## src/verilog/fitc_pkg.sv

```systemverilog
// constants for the fifo, interrupt, timer and crc support core
// Operation
// - crc starts from preset 0000h, 6363h, A671h or FFFFh by two-bit field
// - crc is 16 bits with polynomial x^16 + x^12 + x^5 + 1
// - bit-order bit set takes each byte msb first, else lsb first
// - one shared byte-wide fifo of 64 entries for host and core
// - host write pushes a byte; host read returns byte and advances read pointer
// - seven-bit level field reports bytes stored between the pointers
// - flush resets both pointers, zeroes level and clears overflow flag
// - overflow flag stays set until the host flushes the fifo
// - almost full when 64 minus level <= watermark; almost empty when level <= watermark
// - each enabled flag sets the global interrupt status and the irq pin
// - timer flag set when the counter decrements from 1 to 0
// - transmit-done flag set when transmitter moves from data to end of frame
// - crc-done flag set once all fifo data is processed and crc ready reads 1
// - receive-done flag on end of data; idle flag when command returns to idle
// - almost-full and almost-empty flags set when the alert rises, six-bit watermark
// - error flag set whenever any error status bit is 1
// - timer clock 6.78 MHz feeds a 12-bit prescaler split 4 high, 8 low
// - counter reloads from 16-bit host value; count readable by host
// - at zero timer stops or restarts; host can set and clear timer flag
// - start-now and stop-now bits, running status, automatic start in auto mode
// - prescaler divides by value plus one; counter flags after reload steps, then reload plus one per restart
// - timer expiry changes no other operation
package fitc_pkg;
  localparam int FIFO_DEPTH = 64;
  localparam logic [7:0] A_CMD = 8'h00;
  localparam logic [7:0] A_IEN = 8'h04;
  localparam logic [7:0] A_IFL = 8'h08;
  localparam logic [7:0] A_IFM = 8'h0C;
  localparam logic [7:0] A_ERR = 8'h10;
  localparam logic [7:0] A_STAT = 8'h14;
  localparam logic [7:0] A_FDATA = 8'h18;
  localparam logic [7:0] A_FLVL = 8'h1C;
  localparam logic [7:0] A_WM = 8'h20;
  localparam logic [7:0] A_CTRL = 8'h24;
  localparam logic [7:0] A_MODE = 8'h28;
  localparam logic [7:0] A_CRC = 8'h2C;
  localparam logic [7:0] A_TMODE = 8'h30;
  localparam logic [7:0] A_TPRE = 8'h34;
  localparam logic [7:0] A_TRLD = 8'h38;
  localparam logic [7:0] A_TCNT = 8'h3C;
  localparam int B_SETSEL = 7;
  localparam int B_FLUSH = 7;
  localparam int B_STOP = 7;
  localparam int B_START = 6;
  localparam int B_MSB = 7;
  localparam int B_TIMER_AUTO_START = 7;
  localparam int B_TRST = 4;
  localparam int B_CRCF = 2;
  localparam int F_TMR = 0;
  localparam int F_ERR = 1;
  localparam int F_LO = 2;
  localparam int F_HI = 3;
  localparam int F_IDLE = 4;
  localparam int F_RX = 5;
  localparam int F_TX = 6;
  localparam logic [3:0] CMD_IDLE = 4'h0;
  localparam logic [3:0] CMD_CRC = 4'h3;
  localparam logic [5:0] WM_RST = 6'h08;
  localparam logic [1:0] PRE_RST = 2'h1;
  localparam logic [15:0] CRC_POLY = 16'h1021;
  localparam logic [15:0] CRC_POLY_R = 16'h8408;
  localparam int TMR_CLK_KHZ = 6780;
  localparam int SYS_CLK_KHZ = 250000;
  localparam logic [14:0] TICK_STEP = 15'(TMR_CLK_KHZ / 10);
  localparam logic [14:0] TICK_WRAP = 15'(SYS_CLK_KHZ / 10);
endpackage : fitc_pkg

```

## src/verilog/fitc_core.sv

```systemverilog
// register-mapped fifo, crc engine, interrupt flags and timer of the reader core
`timescale 1ns/1ps
`default_nettype none
module fitc_core
  import fitc_pkg::*;
(
  input wire logic SYS_CLK,
  input wire logic NRST,
  input wire logic [7:0] ADDRESS,
  input wire logic READ,
  input wire logic WRITE,
  input wire logic [31:0] WRITEDATA,
  output logic [31:0] READDATA,
  output logic WAITREQUEST,
  input wire logic SM_PUSH,
  input wire logic [7:0] SM_DATA,
  input wire logic TX_EOF,
  input wire logic RX_END,
  input wire logic CMD_DONE,
  input wire logic [3:0] ERR_IN,
  input wire logic TIMER_TRIGGER,
  output logic IRQ
);
  typedef struct packed {
    logic [FIFO_DEPTH-1:0][7:0] mem;
    logic [5:0] wp;
    logic [5:0] rp;
    logic [6:0] cnt;
    logic ovf;
    logic [3:0] err;
    logic [3:0] cmd;
    logic [6:0] ien;
    logic cen;
    logic [6:0] fl;
    logic cfl;
    logic [5:0] wm;
    logic msb;
    logic [1:0] pre;
    logic [15:0] crc;
    logic crdy;
    logic timer_auto_start;
    logic trst;
    logic [3:0] phi;
    logic [7:0] plo;
    logic [15:0] rld;
    logic [15:0] tcnt;
    logic [11:0] pcnt;
    logic trun;
    logic [14:0] acc;
    logic hi_p;
    logic lo_p;
    logic wreq;
    logic [31:0] rdat;
    logic irq;
  } fitc_st_s;

  fitc_st_s st_q;
  fitc_st_s st_d;
  logic take;
  logic hwr;
  logic hrd;
  logic [7:0] wa;
  logic tick;
  logic flush;
  logic tstart;
  logic tstop;
  logic tset;

  function automatic logic [15:0] crc_preset(input logic [1:0] sel);
    unique case (sel)
      2'h0: crc_preset = 16'h0000;
      2'h1: crc_preset = 16'h6363;
      2'h2: crc_preset = 16'hA671;
      2'h3: crc_preset = 16'hFFFF;
    endcase
  endfunction : crc_preset

  // one byte per call, bit-serial inside
  function automatic logic [15:0] crc_byte(input logic [15:0] c, input logic [7:0] b, input logic m);
    logic [15:0] r;
    logic fb;
    r = c;
    for (int i = 0; i < 8; i++)
    begin
      if (m)
      begin
        fb = r[15] ^ b[7-i];
        r = {r[14:0], 1'b0} ^ (fb ? CRC_POLY : 16'h0000);
      end
      else
      begin
        fb = r[0] ^ b[i];
        r = {1'b0, r[15:1]} ^ (fb ? CRC_POLY_R : 16'h0000);
      end
    end
    crc_byte = r;
  endfunction : crc_byte

  function automatic logic hi_alert(input logic [6:0] n, input logic [5:0] w);
    hi_alert = (7'(FIFO_DEPTH) - n) <= {1'b0, w};
  endfunction : hi_alert

  function automatic logic lo_alert(input logic [6:0] n, input logic [5:0] w);
    lo_alert = n <= {1'b0, w};
  endfunction : lo_alert

  always_comb
  begin
    logic [7:0] b;
    logic pop_h;
    logic pop_c;
    logic push_h;
    logic push_s;
    logic [6:0] set;
    logic [14:0] an;
    b = 8'h00;
    set = 7'h00;
    pop_h = 1'b0;
    pop_c = 1'b0;
    push_h = 1'b0;
    push_s = 1'b0;
    an = 15'h0000;
    st_d = st_q;
    take = (READ | WRITE) & st_q.wreq;
    hwr = take & WRITE;
    hrd = take & READ;
    wa = {ADDRESS[7:2], 2'b00};
    st_d.wreq = ~take;
    flush = hwr && wa == A_FLVL && WRITEDATA[B_FLUSH];
    push_h = hwr && wa == A_FDATA;
    push_s = SM_PUSH && !push_h;
    pop_h = hrd && wa == A_FDATA && st_q.cnt != 7'h00;
    pop_c = st_q.cmd == CMD_CRC && st_q.cnt != 7'h00 && !pop_h && !flush;
    st_d.err = ERR_IN;
    // fifo: flush first, then pop, then push on what is left
    if (flush)
    begin
      st_d.wp = 6'h00;
      st_d.rp = 6'h00;
      st_d.cnt = 7'h00;
      st_d.ovf = 1'b0;
    end
    else if (pop_h || pop_c)
    begin
      b = st_q.mem[st_q.rp];
      st_d.rp = st_q.rp + 6'h01;
      st_d.cnt = st_q.cnt - 7'h01;
    end
    if (push_h || (push_s && !flush))
    begin
      if (st_d.cnt == 7'(FIFO_DEPTH))
        st_d.ovf = 1'b1;
      else
      begin
        st_d.mem[st_d.wp] = push_h ? WRITEDATA[7:0] : SM_DATA;
        st_d.wp = st_d.wp + 6'h01;
        st_d.cnt = st_d.cnt + 7'h01;
      end
    end
    // crc engine drains the fifo while its command is active
    if (pop_c)
    begin
      st_d.crc = crc_byte(st_q.crc, b, st_q.msb);
      st_d.crdy = 1'b0;
    end
    else if (st_q.cmd == CMD_CRC && st_q.cnt == 7'h00)
      st_d.crdy = 1'b1;
    if (CMD_DONE && st_q.cmd != CMD_IDLE)
    begin
      st_d.cmd = CMD_IDLE;
      set[F_IDLE] = 1'b1;
    end
    if (hwr && wa == A_CMD)
    begin
      st_d.cmd = WRITEDATA[3:0];
      if (WRITEDATA[3:0] == CMD_CRC)
      begin
        st_d.crc = crc_preset(st_q.pre);
        st_d.crdy = 1'b0;
      end
    end
    // timer: fractional divider makes the 6.78 MHz step
    an = st_q.acc + TICK_STEP;
    tick = an >= TICK_WRAP;
    st_d.acc = tick ? an - TICK_WRAP : an;
    tstart = (hwr && wa == A_CTRL && WRITEDATA[B_START]) || (TIMER_TRIGGER && st_q.timer_auto_start);
    tstop = hwr && wa == A_CTRL && WRITEDATA[B_STOP];
    tset = 1'b0;
    if (tstop)
      st_d.trun = 1'b0;
    else if (tstart)
    begin
      st_d.trun = 1'b1;
      st_d.tcnt = st_q.rld;
      st_d.pcnt = {st_q.phi, st_q.plo};
    end
    else if (st_q.trun && tick)
    begin
      if (st_q.pcnt == 12'h000)
      begin
        st_d.pcnt = {st_q.phi, st_q.plo};
        if (st_q.tcnt == 16'h0000)
        begin
          if (st_q.trst)
            st_d.tcnt = st_q.rld;
          else
            st_d.trun = 1'b0;
        end
        else
        begin
          st_d.tcnt = st_q.tcnt - 16'h0001;
          tset = st_q.tcnt == 16'h0001;
        end
      end
      else
        st_d.pcnt = st_q.pcnt - 12'h001;
    end
    // expiry only raises a flag and touches nothing else
    set[F_TMR] = tset;
    set[F_ERR] = st_d.ovf || st_d.err != 4'h0;
    // watermark lands before the alerts so status never lags the new threshold
    if (hwr && wa == A_WM)
      st_d.wm = WRITEDATA[5:0];
    st_d.hi_p = hi_alert(st_d.cnt, st_d.wm);
    st_d.lo_p = lo_alert(st_d.cnt, st_d.wm);
    set[F_HI] = st_d.hi_p && !st_q.hi_p;
    set[F_LO] = st_d.lo_p && !st_q.lo_p;
    set[F_RX] = RX_END;
    set[F_TX] = TX_EOF;
    // host set/clear first; hardware sets win in the same cycle
    if (hwr && wa == A_IFL)
    begin
      if (WRITEDATA[B_SETSEL])
        st_d.fl = st_q.fl | WRITEDATA[6:0];
      else
        st_d.fl = st_q.fl & ~WRITEDATA[6:0];
    end
    st_d.fl = st_d.fl | set;
    if (hwr && wa == A_IFM)
      st_d.cfl = WRITEDATA[B_SETSEL] ? st_q.cfl | WRITEDATA[B_CRCF] : st_q.cfl & ~WRITEDATA[B_CRCF];
    if (st_d.crdy && !st_q.crdy)
      st_d.cfl = 1'b1;
    if (hwr)
    begin
      unique case (wa)
        A_IEN:
        begin
          st_d.ien = WRITEDATA[6:0];
          st_d.cen = WRITEDATA[8];
        end
        A_MODE:
        begin
          st_d.msb = WRITEDATA[B_MSB];
          st_d.pre = WRITEDATA[1:0];
        end
        A_TMODE:
        begin
          st_d.timer_auto_start = WRITEDATA[B_TIMER_AUTO_START];
          st_d.trst = WRITEDATA[B_TRST];
          st_d.phi = WRITEDATA[3:0];
        end
        A_TPRE: st_d.plo = WRITEDATA[7:0];
        A_TRLD: st_d.rld = WRITEDATA[15:0];
        default: ;
      endcase
    end
    if (hrd)
    begin
      unique case (wa)
        A_CMD: st_d.rdat = {28'h0, st_q.cmd};
        A_IEN: st_d.rdat = {23'h0, st_q.cen, 1'b0, st_q.ien};
        A_IFL: st_d.rdat = {25'h0, st_q.fl};
        A_IFM: st_d.rdat = {29'h0, st_q.cfl, 2'h0};
        A_ERR: st_d.rdat = {27'h0, st_q.ovf, st_q.err};
        A_STAT: st_d.rdat = {26'h0, st_q.crdy, st_q.irq, st_q.trun, 1'b0, st_q.hi_p, st_q.lo_p};
        A_FDATA: st_d.rdat = {24'h0, b};
        A_FLVL: st_d.rdat = {25'h0, st_q.cnt};
        A_WM: st_d.rdat = {26'h0, st_q.wm};
        A_MODE: st_d.rdat = {24'h0, st_q.msb, 5'h0, st_q.pre};
        A_CRC: st_d.rdat = {16'h0, st_q.crc};
        A_TMODE: st_d.rdat = {24'h0, st_q.timer_auto_start, 2'h0, st_q.trst, st_q.phi};
        A_TPRE: st_d.rdat = {24'h0, st_q.plo};
        A_TRLD: st_d.rdat = {16'h0, st_q.rld};
        A_TCNT: st_d.rdat = {16'h0, st_q.tcnt};
        default: st_d.rdat = 32'h0;
      endcase
    end
    st_d.irq = |(st_d.fl & st_d.ien) || (st_d.cfl && st_d.cen);
  end

  always_ff @(posedge SYS_CLK or negedge NRST)
  begin
    if (!NRST)
    begin
      st_q <= '0;
      st_q.wreq <= 1'b1;
      st_q.wm <= WM_RST;
      st_q.pre <= PRE_RST;
      st_q.lo_p <= 1'b1;
    end
    else
      st_q <= st_d;
  end

  assign READDATA = st_q.rdat;
  assign WAITREQUEST = st_q.wreq;
  assign IRQ = st_q.irq;
endmodule : fitc_core
`default_nettype wire

```

## config.mk

```make
export PLATFORM = sky130hd
export DESIGN_NAME = fitc_core
export DESIGN_NICKNAME = d
export VERILOG_FILES = /design/src/verilog/fitc_pkg.sv /design/src/verilog/fitc_core.sv
export SDC_FILE = /design/constraint.sdc
export NUM_CORES = 1
export LEC_CHECK = 0
export ABC_CLOCK_PERIOD_IN_PS = 6900
export BUFFER_PORTS_ARGS = -buffer_cell sky130_fd_sc_hd__buf_4
export CORE_UTILIZATION = 45
export DETAILED_ROUTE_END_ITERATION = 10
export PLACE_DENSITY_LB_ADDON = 0.12
export SKIP_CTS_REPAIR_TIMING = 1
export SLEW_MARGIN = 20
export SYNTH_ARGS = -nofsm -noshare
export SYNTH_HDL_FRONTEND = slang
export SYNTH_SLANG_ARGS = --single-unit
```

## constraint.sdc

```tcl
create_clock -name SYS_CLK -period 6.9 [get_ports SYS_CLK]
set_input_delay 0.345 -clock SYS_CLK [delete_from_list [all_inputs] [get_ports SYS_CLK]]
set_output_delay 0.345 -clock SYS_CLK [all_outputs]
set_load 0.01 [all_outputs]
```

==> results of run 1 <==
==> power by group through the flow <==
stage	clock, uW	sequential [uW]	combinational [uW]
2_1_floorplan	0	5290	2170
3_3_place_gp	0	5510	2740
3_5_place_dp	0	5590	2810
4_1_cts	4270	5520	2820
5_1_grt	4430	5640	3120
6_report	4170	5530	2820
==> through the flow <==
stage               hold slack, ns  power [uW]
floorplan                   0.0494        7460
global placement             0.432        8250
detailed placement           0.437        8400
CTS                         -0.230       12600
global route                0.0453       13200
finish                      0.0675       12500
==> routing by layer <==
metal / global-route usage (%) / up-vias / wire length, um
li1: - / 10937 / -
met1: 37.1 / 12612 / 45000
met2: 44.4 / 778 / 49800
met3: 3.88 / 180 / 5190
met4: 8.23 / 0 / 3130
met5: 0 / - / 0
==> cells by family (layout without fill, tap and decap cells) <==
kind of cell	after synthesis	after routing	share of synthesized area, %
AOI/OAI and AO/OA	663	663	12.0
xor gates and xnor gates	75	75	2.21
adders and majority gates	25	25	0.912
buffers and inverters	277	301	4.10
DFF	675	675	49.3
muxes	522	522	20.5
other	1	17	0.0109
and+or+nand+nor	769	769	11.1
==> layout by cell type (no fill, tap or decap), drive strengths merged, types with 31 or more instances in the layout <==
cell type,count
dfrtp,671
nand2,378
o21ai,337
mux2,302
clkbuf,114
mux4,113
nor2,110
mux2i,107
buf,106
a21oi,79
nand3,52
nor3,47
a22oi,45
inv,42
xnor2,41
nand4,31
==> cell type report <==
cell class	instances	share of cell area, %
repair buffers	122	2.83
well taps	969	3.18
clock inverters	28	0.843
inverters	37	0.364
flip-flops and latches	675	44.3
multi-input cells	2070	42.5
clock buffers	114	5.97
diodes	1	0.00656
==> path summary, 6_finish.rpt <==
check                                        end  depth (start not counted)
max                                IRQ$_DFF_PN0_                         25
min                        WAITREQUEST$_DFF_PN1_                          3
max reg2reg                        IRQ$_DFF_PN0_                         25
min reg2reg                st_q[330]$_DFFE_PN0P_                          2
max in group asynchronous  st_q[168]$_DFFE_PN0P_                          3
min in group asynchronous  st_q[321]$_DFFE_PN0P_                          2
==> sequential cells by signal, summed over array words and instances (netlist names) <==
| signal | count |
|---|---|
| WAITREQUEST | 1 |
| READDATA | 16 |
| st_q | 657 |
| IRQ | 1 |
==> critical path, delay by kind of cell (launching register included) <==
family          cells  cell delay (ns)
simple gates        8             1.88
compound gates      8             1.16
fa+ha+maj           4             1.00
buf+inv             3             0.48
flops               1             0.47
xor+xnor            2             0.46
==> results.md, run 1 <==
* Largest net degree at the start of global routing at 179
* Combinational Power Share at 22.5%
* RR Startpoint: st_q[161]$_DFF_PN0_
* Ys flop type: dfrtp_1
* Starting Density at 45.8%
* Setup WS pre-CTS at about 1.2 ns
* Critical Path AT at a little over 6 ns
* First-pass DRT Iterations at 6
* Delay of the slowest cell on the worst path at 0.47 ns
* Via count at 24,507
* Chip width at 278 um
* Startpoint Class: flip-flop
* CTS root buf: clkbuf_16
* Post-synth EDFFs at 0
* Critical hold path startpoint: WRITE
* Area Growth Syn to Fin at 11.2%
* Seq/Total Area, Yosys at 49.3%
* Endpoints failing setup at 0
* Antenna Violating Nets Remaining at 0
* Worst-path fanout max at 17
* WL per Instance at roughly 26 um
* Synth area leaders: dfrtp_1, mux4_2, mux2_2, o21ai_0, nand2_1
* Fill cells at 6,641
* Crit path top cell by count: ha_1
* RSZ-0062 raised after global routing: false
* Internal power at ~8600 uW
* Synth Warn # at 0
* Clock transition at path regs at 0.06 ns
* Placement-stage cell area at 35,300 um^2
* Tmin final at between 5 and 6 ns
* Initial antenna violation count at 1
* CTS sink cnt at 675
* Row count at 100
* CTS tree: done
* Crit path launch: st_q[161]$_DFF_PN0_
* Lkg Pwr at 0.0168 uW
* Worst-Margin Slew at approximately 1.1 ns
* GRT overflow at 0
* Worst-skew pair later-pin latency at 0.63 ns
* Sw Share at 31.0%
* IO buf count at 60
* Flop2flop setup slack at 1.34 ns
* Gate Count Post-Synth at 3,007
* Share of layout cells above drive strength 1 at a little over a fifth
* Initial DRC Count at around 2,200
* Worst min path class: in2reg
* CTS Buffer Depth at 3
* Slowest-stage cell, CP: dfrtp_1
* Worst slew margin at between 20% and 30%
* Flops & latches, synth at 675
* Die Area at 77,300 um^2
* Total track usage at 27.0%
* Max VDD drop at roughly 0.2 mV
* Fin area at 38,100 um^2
* Avg Inst Size Synth at 11.4 um^2
* Vias in the first global route at 24,745
* Area occupied by registers at 16,900 um^2
* Worst path required time at roughly 7.4 ns
* Synth unique cells at 100
* Outcome: finished clean
* Yosys top cell by area: dfrtp_1
* Die height at 278 um
* Top-count cell post-synth: dfrtp_1
* Nets at 3,069
* Clock share of power at 33.3%
* Worst Setup End Kind: flip-flop
* Setup_tns at 0 ns
* Global-route wire length before repair at roughly 160 mm
* Clock Skew at about 0.028 ns
* # IOs at 95
* Final setup margin at ~1.3 ns
* Max Slew Vio Count at 0
* Fmax at 180 MHz
* Core ar. at 74,900 um^2
* Number of max-cap violations at 0
* Top cells by count, synth: dfrtp_1, nand2_1, o21ai_0
* Remaining DRCs at 0
* Asr flop ratio synth at 100%
* Via density at around 6.1
* GP Congestion at 0.933
* Fin crit share at 80.6%
* Synthesized cell area at 34,300 um^2
* Pwr Density at 329 nW/um^2
* H-tree lvl count at 3
* Final cell count without fillers at 4,016
* Yosys top cell area share at roughly half
* Post-Route Utilization at between 50% and 60%
* DPL Wire Length at 68.1 mm
* Final WL at just over 100 mm
* Area of the multi-input gates at 16,200 um^2
* Placed Instances at 3,855
* Register share of total power at 44.2%
* Crit path kind: reg2reg
* P_sw at 3890 uW
* Inserted Clock Buffers at 77
* Endpoints failing hold at 0
No activity file was read; power rests on OpenSTA's default activity.
==> run 2, diff against run 1 <==
--- a/config.mk
+++ b/config.mk
@@ -5,7 +5,7 @@
 export SDC_FILE = /design/constraint.sdc
 export NUM_CORES = 1
 export LEC_CHECK = 0
-export ABC_CLOCK_PERIOD_IN_PS = 6900
+export ABC_CLOCK_PERIOD_IN_PS = 5600
 export BUFFER_PORTS_ARGS = -buffer_cell sky130_fd_sc_hd__buf_4
 export CORE_UTILIZATION = 45
 export DETAILED_ROUTE_END_ITERATION = 10
==> constraint.sdc (replaced) <==
create_clock -name SYS_CLK -period 5.6 [get_ports SYS_CLK]
set_input_delay 0.28 -clock SYS_CLK [delete_from_list [all_inputs] [get_ports SYS_CLK]]
set_output_delay 0.28 -clock SYS_CLK [all_outputs]
set_load 0.01 [all_outputs]
==> run 2 against run 1 <==
Final cell count is 0.47% higher; power is 24% higher; register-to-register slack worse by 0.88 ns; sequential share of layout area is 0.17 points lower; fmax is 8.2% higher; critical path depth is 1 lower; utilization is 0.20 points higher; non-clock buffer count is 18 higher; setup slack worse by 0.88 ns; die area stayed put; critical path type unchanged.
==> results.md, run 2 (same netlist as run 1, synthesis figures left out) <==
* Outcome: finished clean
* Antenna Violating Nets Remaining at 0 (unchanged)
* H-tree lvl count at 3 (unchanged)
* Worst slew margin at 21.1% (-4.7 points)
* Largest Register: st_q
* Worst Setup End Kind: flip-flop
* Largest net degree at the start of global routing at 158 (-12%)
* Combinational Power Share at 22.8% (+0.3 points)
* Via density at 6.15 (+0.74%)
* Core ar. at 74,900 um^2 (unchanged)
* First-pass DRT Iterations at 5 (-1)
* Die Area at 77,300 um^2 (unchanged)
* Tmin final at 5.14 ns (-0.421 ns)
* Clock transition at path regs at 0.06 ns (about the same)
* Worst hold slack at 0.00590 ns (-0.0616 ns)
* Most common cell after layout, fill and taps aside: dfrtp_1
* Share of layout cells above drive strength 1 at 21.6% (+0.17 points)
* Startpoint Class: flip-flop
* Inserted Clock Buffers at 78 (+1.3%)
* Initial DRC Count at 1,862 (-15%)
* WL per Instance at 25.8 um (+0.55%)
* Most frequent cells in the layout: dfrtp_1, nand2_1, o21ai_0, mux2_2, buf_4
* Max VDD drop at 0.237 mV (+16%)
* Power Total at 15,600 uW (+24%)
* R2r worst-path depth at 24 (-4.0%)
* Endpoints failing hold at 0 (unchanged)
* RSZ-0062 raised after global routing: false
* Global-route wire length before repair at 160 mm (+0.90%)
* Setup WS pre-CTS at 0.307 ns (-0.920 ns)
* GRT overflow at 0 (unchanged)
* Register share of total power at 43.7% (-0.5 points)
* P_sw at 4780 uW (+23%)
* IO buf count at 60 (unchanged)
* Setup_tns at 0 ns (unchanged)
* Initial antenna violation count at 2 (+1)
* Area Growth Syn to Fin at 11.6%
* Max Slew Vio Count at 0 (unchanged)
* Worst-path fanout max at 7 (-10)
* Fin crit share at 91.7% (+11 points)
* Endpoints failing setup at 0 (unchanged)
* Critical Path AT at 5.65 ns (-0.43 ns)
* Worst hold stages at 3 (unchanged)
* Pwr Density at 407 nW/um^2 (+24%)
* Worst min path class: in2reg
* Sw Share at 30.7% (-0.34 points)
* # IOs at 95 (unchanged)
* DPL Wire Length at 70.0 mm (+2.8%)
* Worst-Margin Slew at 1.18 ns (+0.0663 ns)
* Total track usage at 27.4% (+0.31 points)
* CTS root buf: clkbuf_16
* Die height at 278 um (unchanged)
* Max FFs per register at 657 (unchanged)
* GP Congestion at 0.935 (+0.29%)
* Row count at 100 (unchanged)
* Number of max-cap violations at 0 (unchanged)
* Vias in the first global route at 25,154 (+1.7%)
* CTS Buffer Depth at 3 (unchanged)
* Final setup margin at 0.462 ns (-0.879 ns)
* CTS sink cnt at 675 (unchanged)
* Nets at 3,088 (+0.62%)
* Crit path kind: reg2reg
* Remaining DRCs at 0 (unchanged)
* Chip width at 278 um (unchanged)
* Lkg Pwr at 0.0169 uW (+0.65%)
* Clock Skew at 0.0297 ns (+0.00196 ns)
* Via count at 24,806 (+1.2%)
* Final WL at 104 mm (+1.0%)
* CTS tree: done
* Worst path required time at 6.11 ns (-1.31 ns)
* Internal power at 10,800 uW (+25%)
* Clock share of power at 33.4% (about the same)
* Fmax at 195 MHz (+8.2%)
* Worst-skew pair later-pin latency at 0.63 ns (about the same)
* Starting Density at 45.8% (unchanged)
## run 2: final cells by class
type / count / area, um^2
fillers: 6581 / 36700
flip-flops and latches: 675 / 16900
multi-input cells: 2070 / 16200
clock buffers: 126 / 2420
well taps: 969 / 1210
repair buffers: 140 / 1200
clock inverters: 15 / 208
inverters: 37 / 139
diodes: 3 / 7.51
## run 2: layer usage
| layer | track usage, % | wire [um] | share of wire, % |
|---|---|---|---|
| met5 | 0 | 0 | 0 |
| met4 | 9.68 | 3600 | 3.5 |
| met3 | 3.94 | 5220 | 5.0 |
| met2 | 44.6 | 49800 | 48 |
| met1 | 37.4 | 45500 | 44 |
## run 2: through the flow
stage                     utilization, %  instances  instance area, um^2
after global routing                51.1       4032                38300
after floorplan                        -       3022                34300
after CTS                           50.8       4016                38100
after global placement              47.3       3875                35500
after detailed placement            47.3       3875                35500
final                               51.1       4035                38300
## run 2: path summary, 6_finish.rpt
check / from / end / slack [ns]
max: st_q[161]$_DFF_PN0_ / IRQ$_DFF_PN0_ / 0.46
min: READ / WAITREQUEST$_DFF_PN1_ / 0.006
max reg2reg: st_q[161]$_DFF_PN0_ / IRQ$_DFF_PN0_ / 0.46
min reg2reg: st_q[641]$_DFFE_PN0P_ / st_q[641]$_DFFE_PN0P_ / 0.47
max in group asynchronous: NRST / st_q[672]$_DFFE_PN0P_ / 4.02
min in group asynchronous: NRST / st_q[223]$_DFFE_PN0P_ / 0.22
## run 2: power by group through the flow
stage               registers [uW]  logic [uW]  clock network [uW]
finish                        6810        3550                5200
global route                  6940        3920                5500
CTS                           6790        3550                5300
detailed placement            6870        3530                   0
global placement              6790        3440                   0
floorplan                     6510        2670                   0
## run 2: worst max-delay path, cell delays in order, from the launching register on
cell and delay, ns:
dfrtp_1 0.45, inv_1 0.13, ha_1 0.25, nor3b_2 0.28, and2_1 0.36, a21oi_2 0.09
xnor2_1 0.16, nand2_1 0.15, ha_1 0.18, nand3_1 0.07, nor3_2 0.21, a31oi_4 0.14
xnor2_2 0.28, inv_1 0.12, ha_1 0.30, ha_1 0.30, nor2b_1 0.14, o21a_1 0.17
o21a_1 0.16, o21ai_0 0.18, nand2b_1 0.09, a21oi_1 0.16, a31oi_1 0.10, or2_2 0.32
o31ai_1 0.24
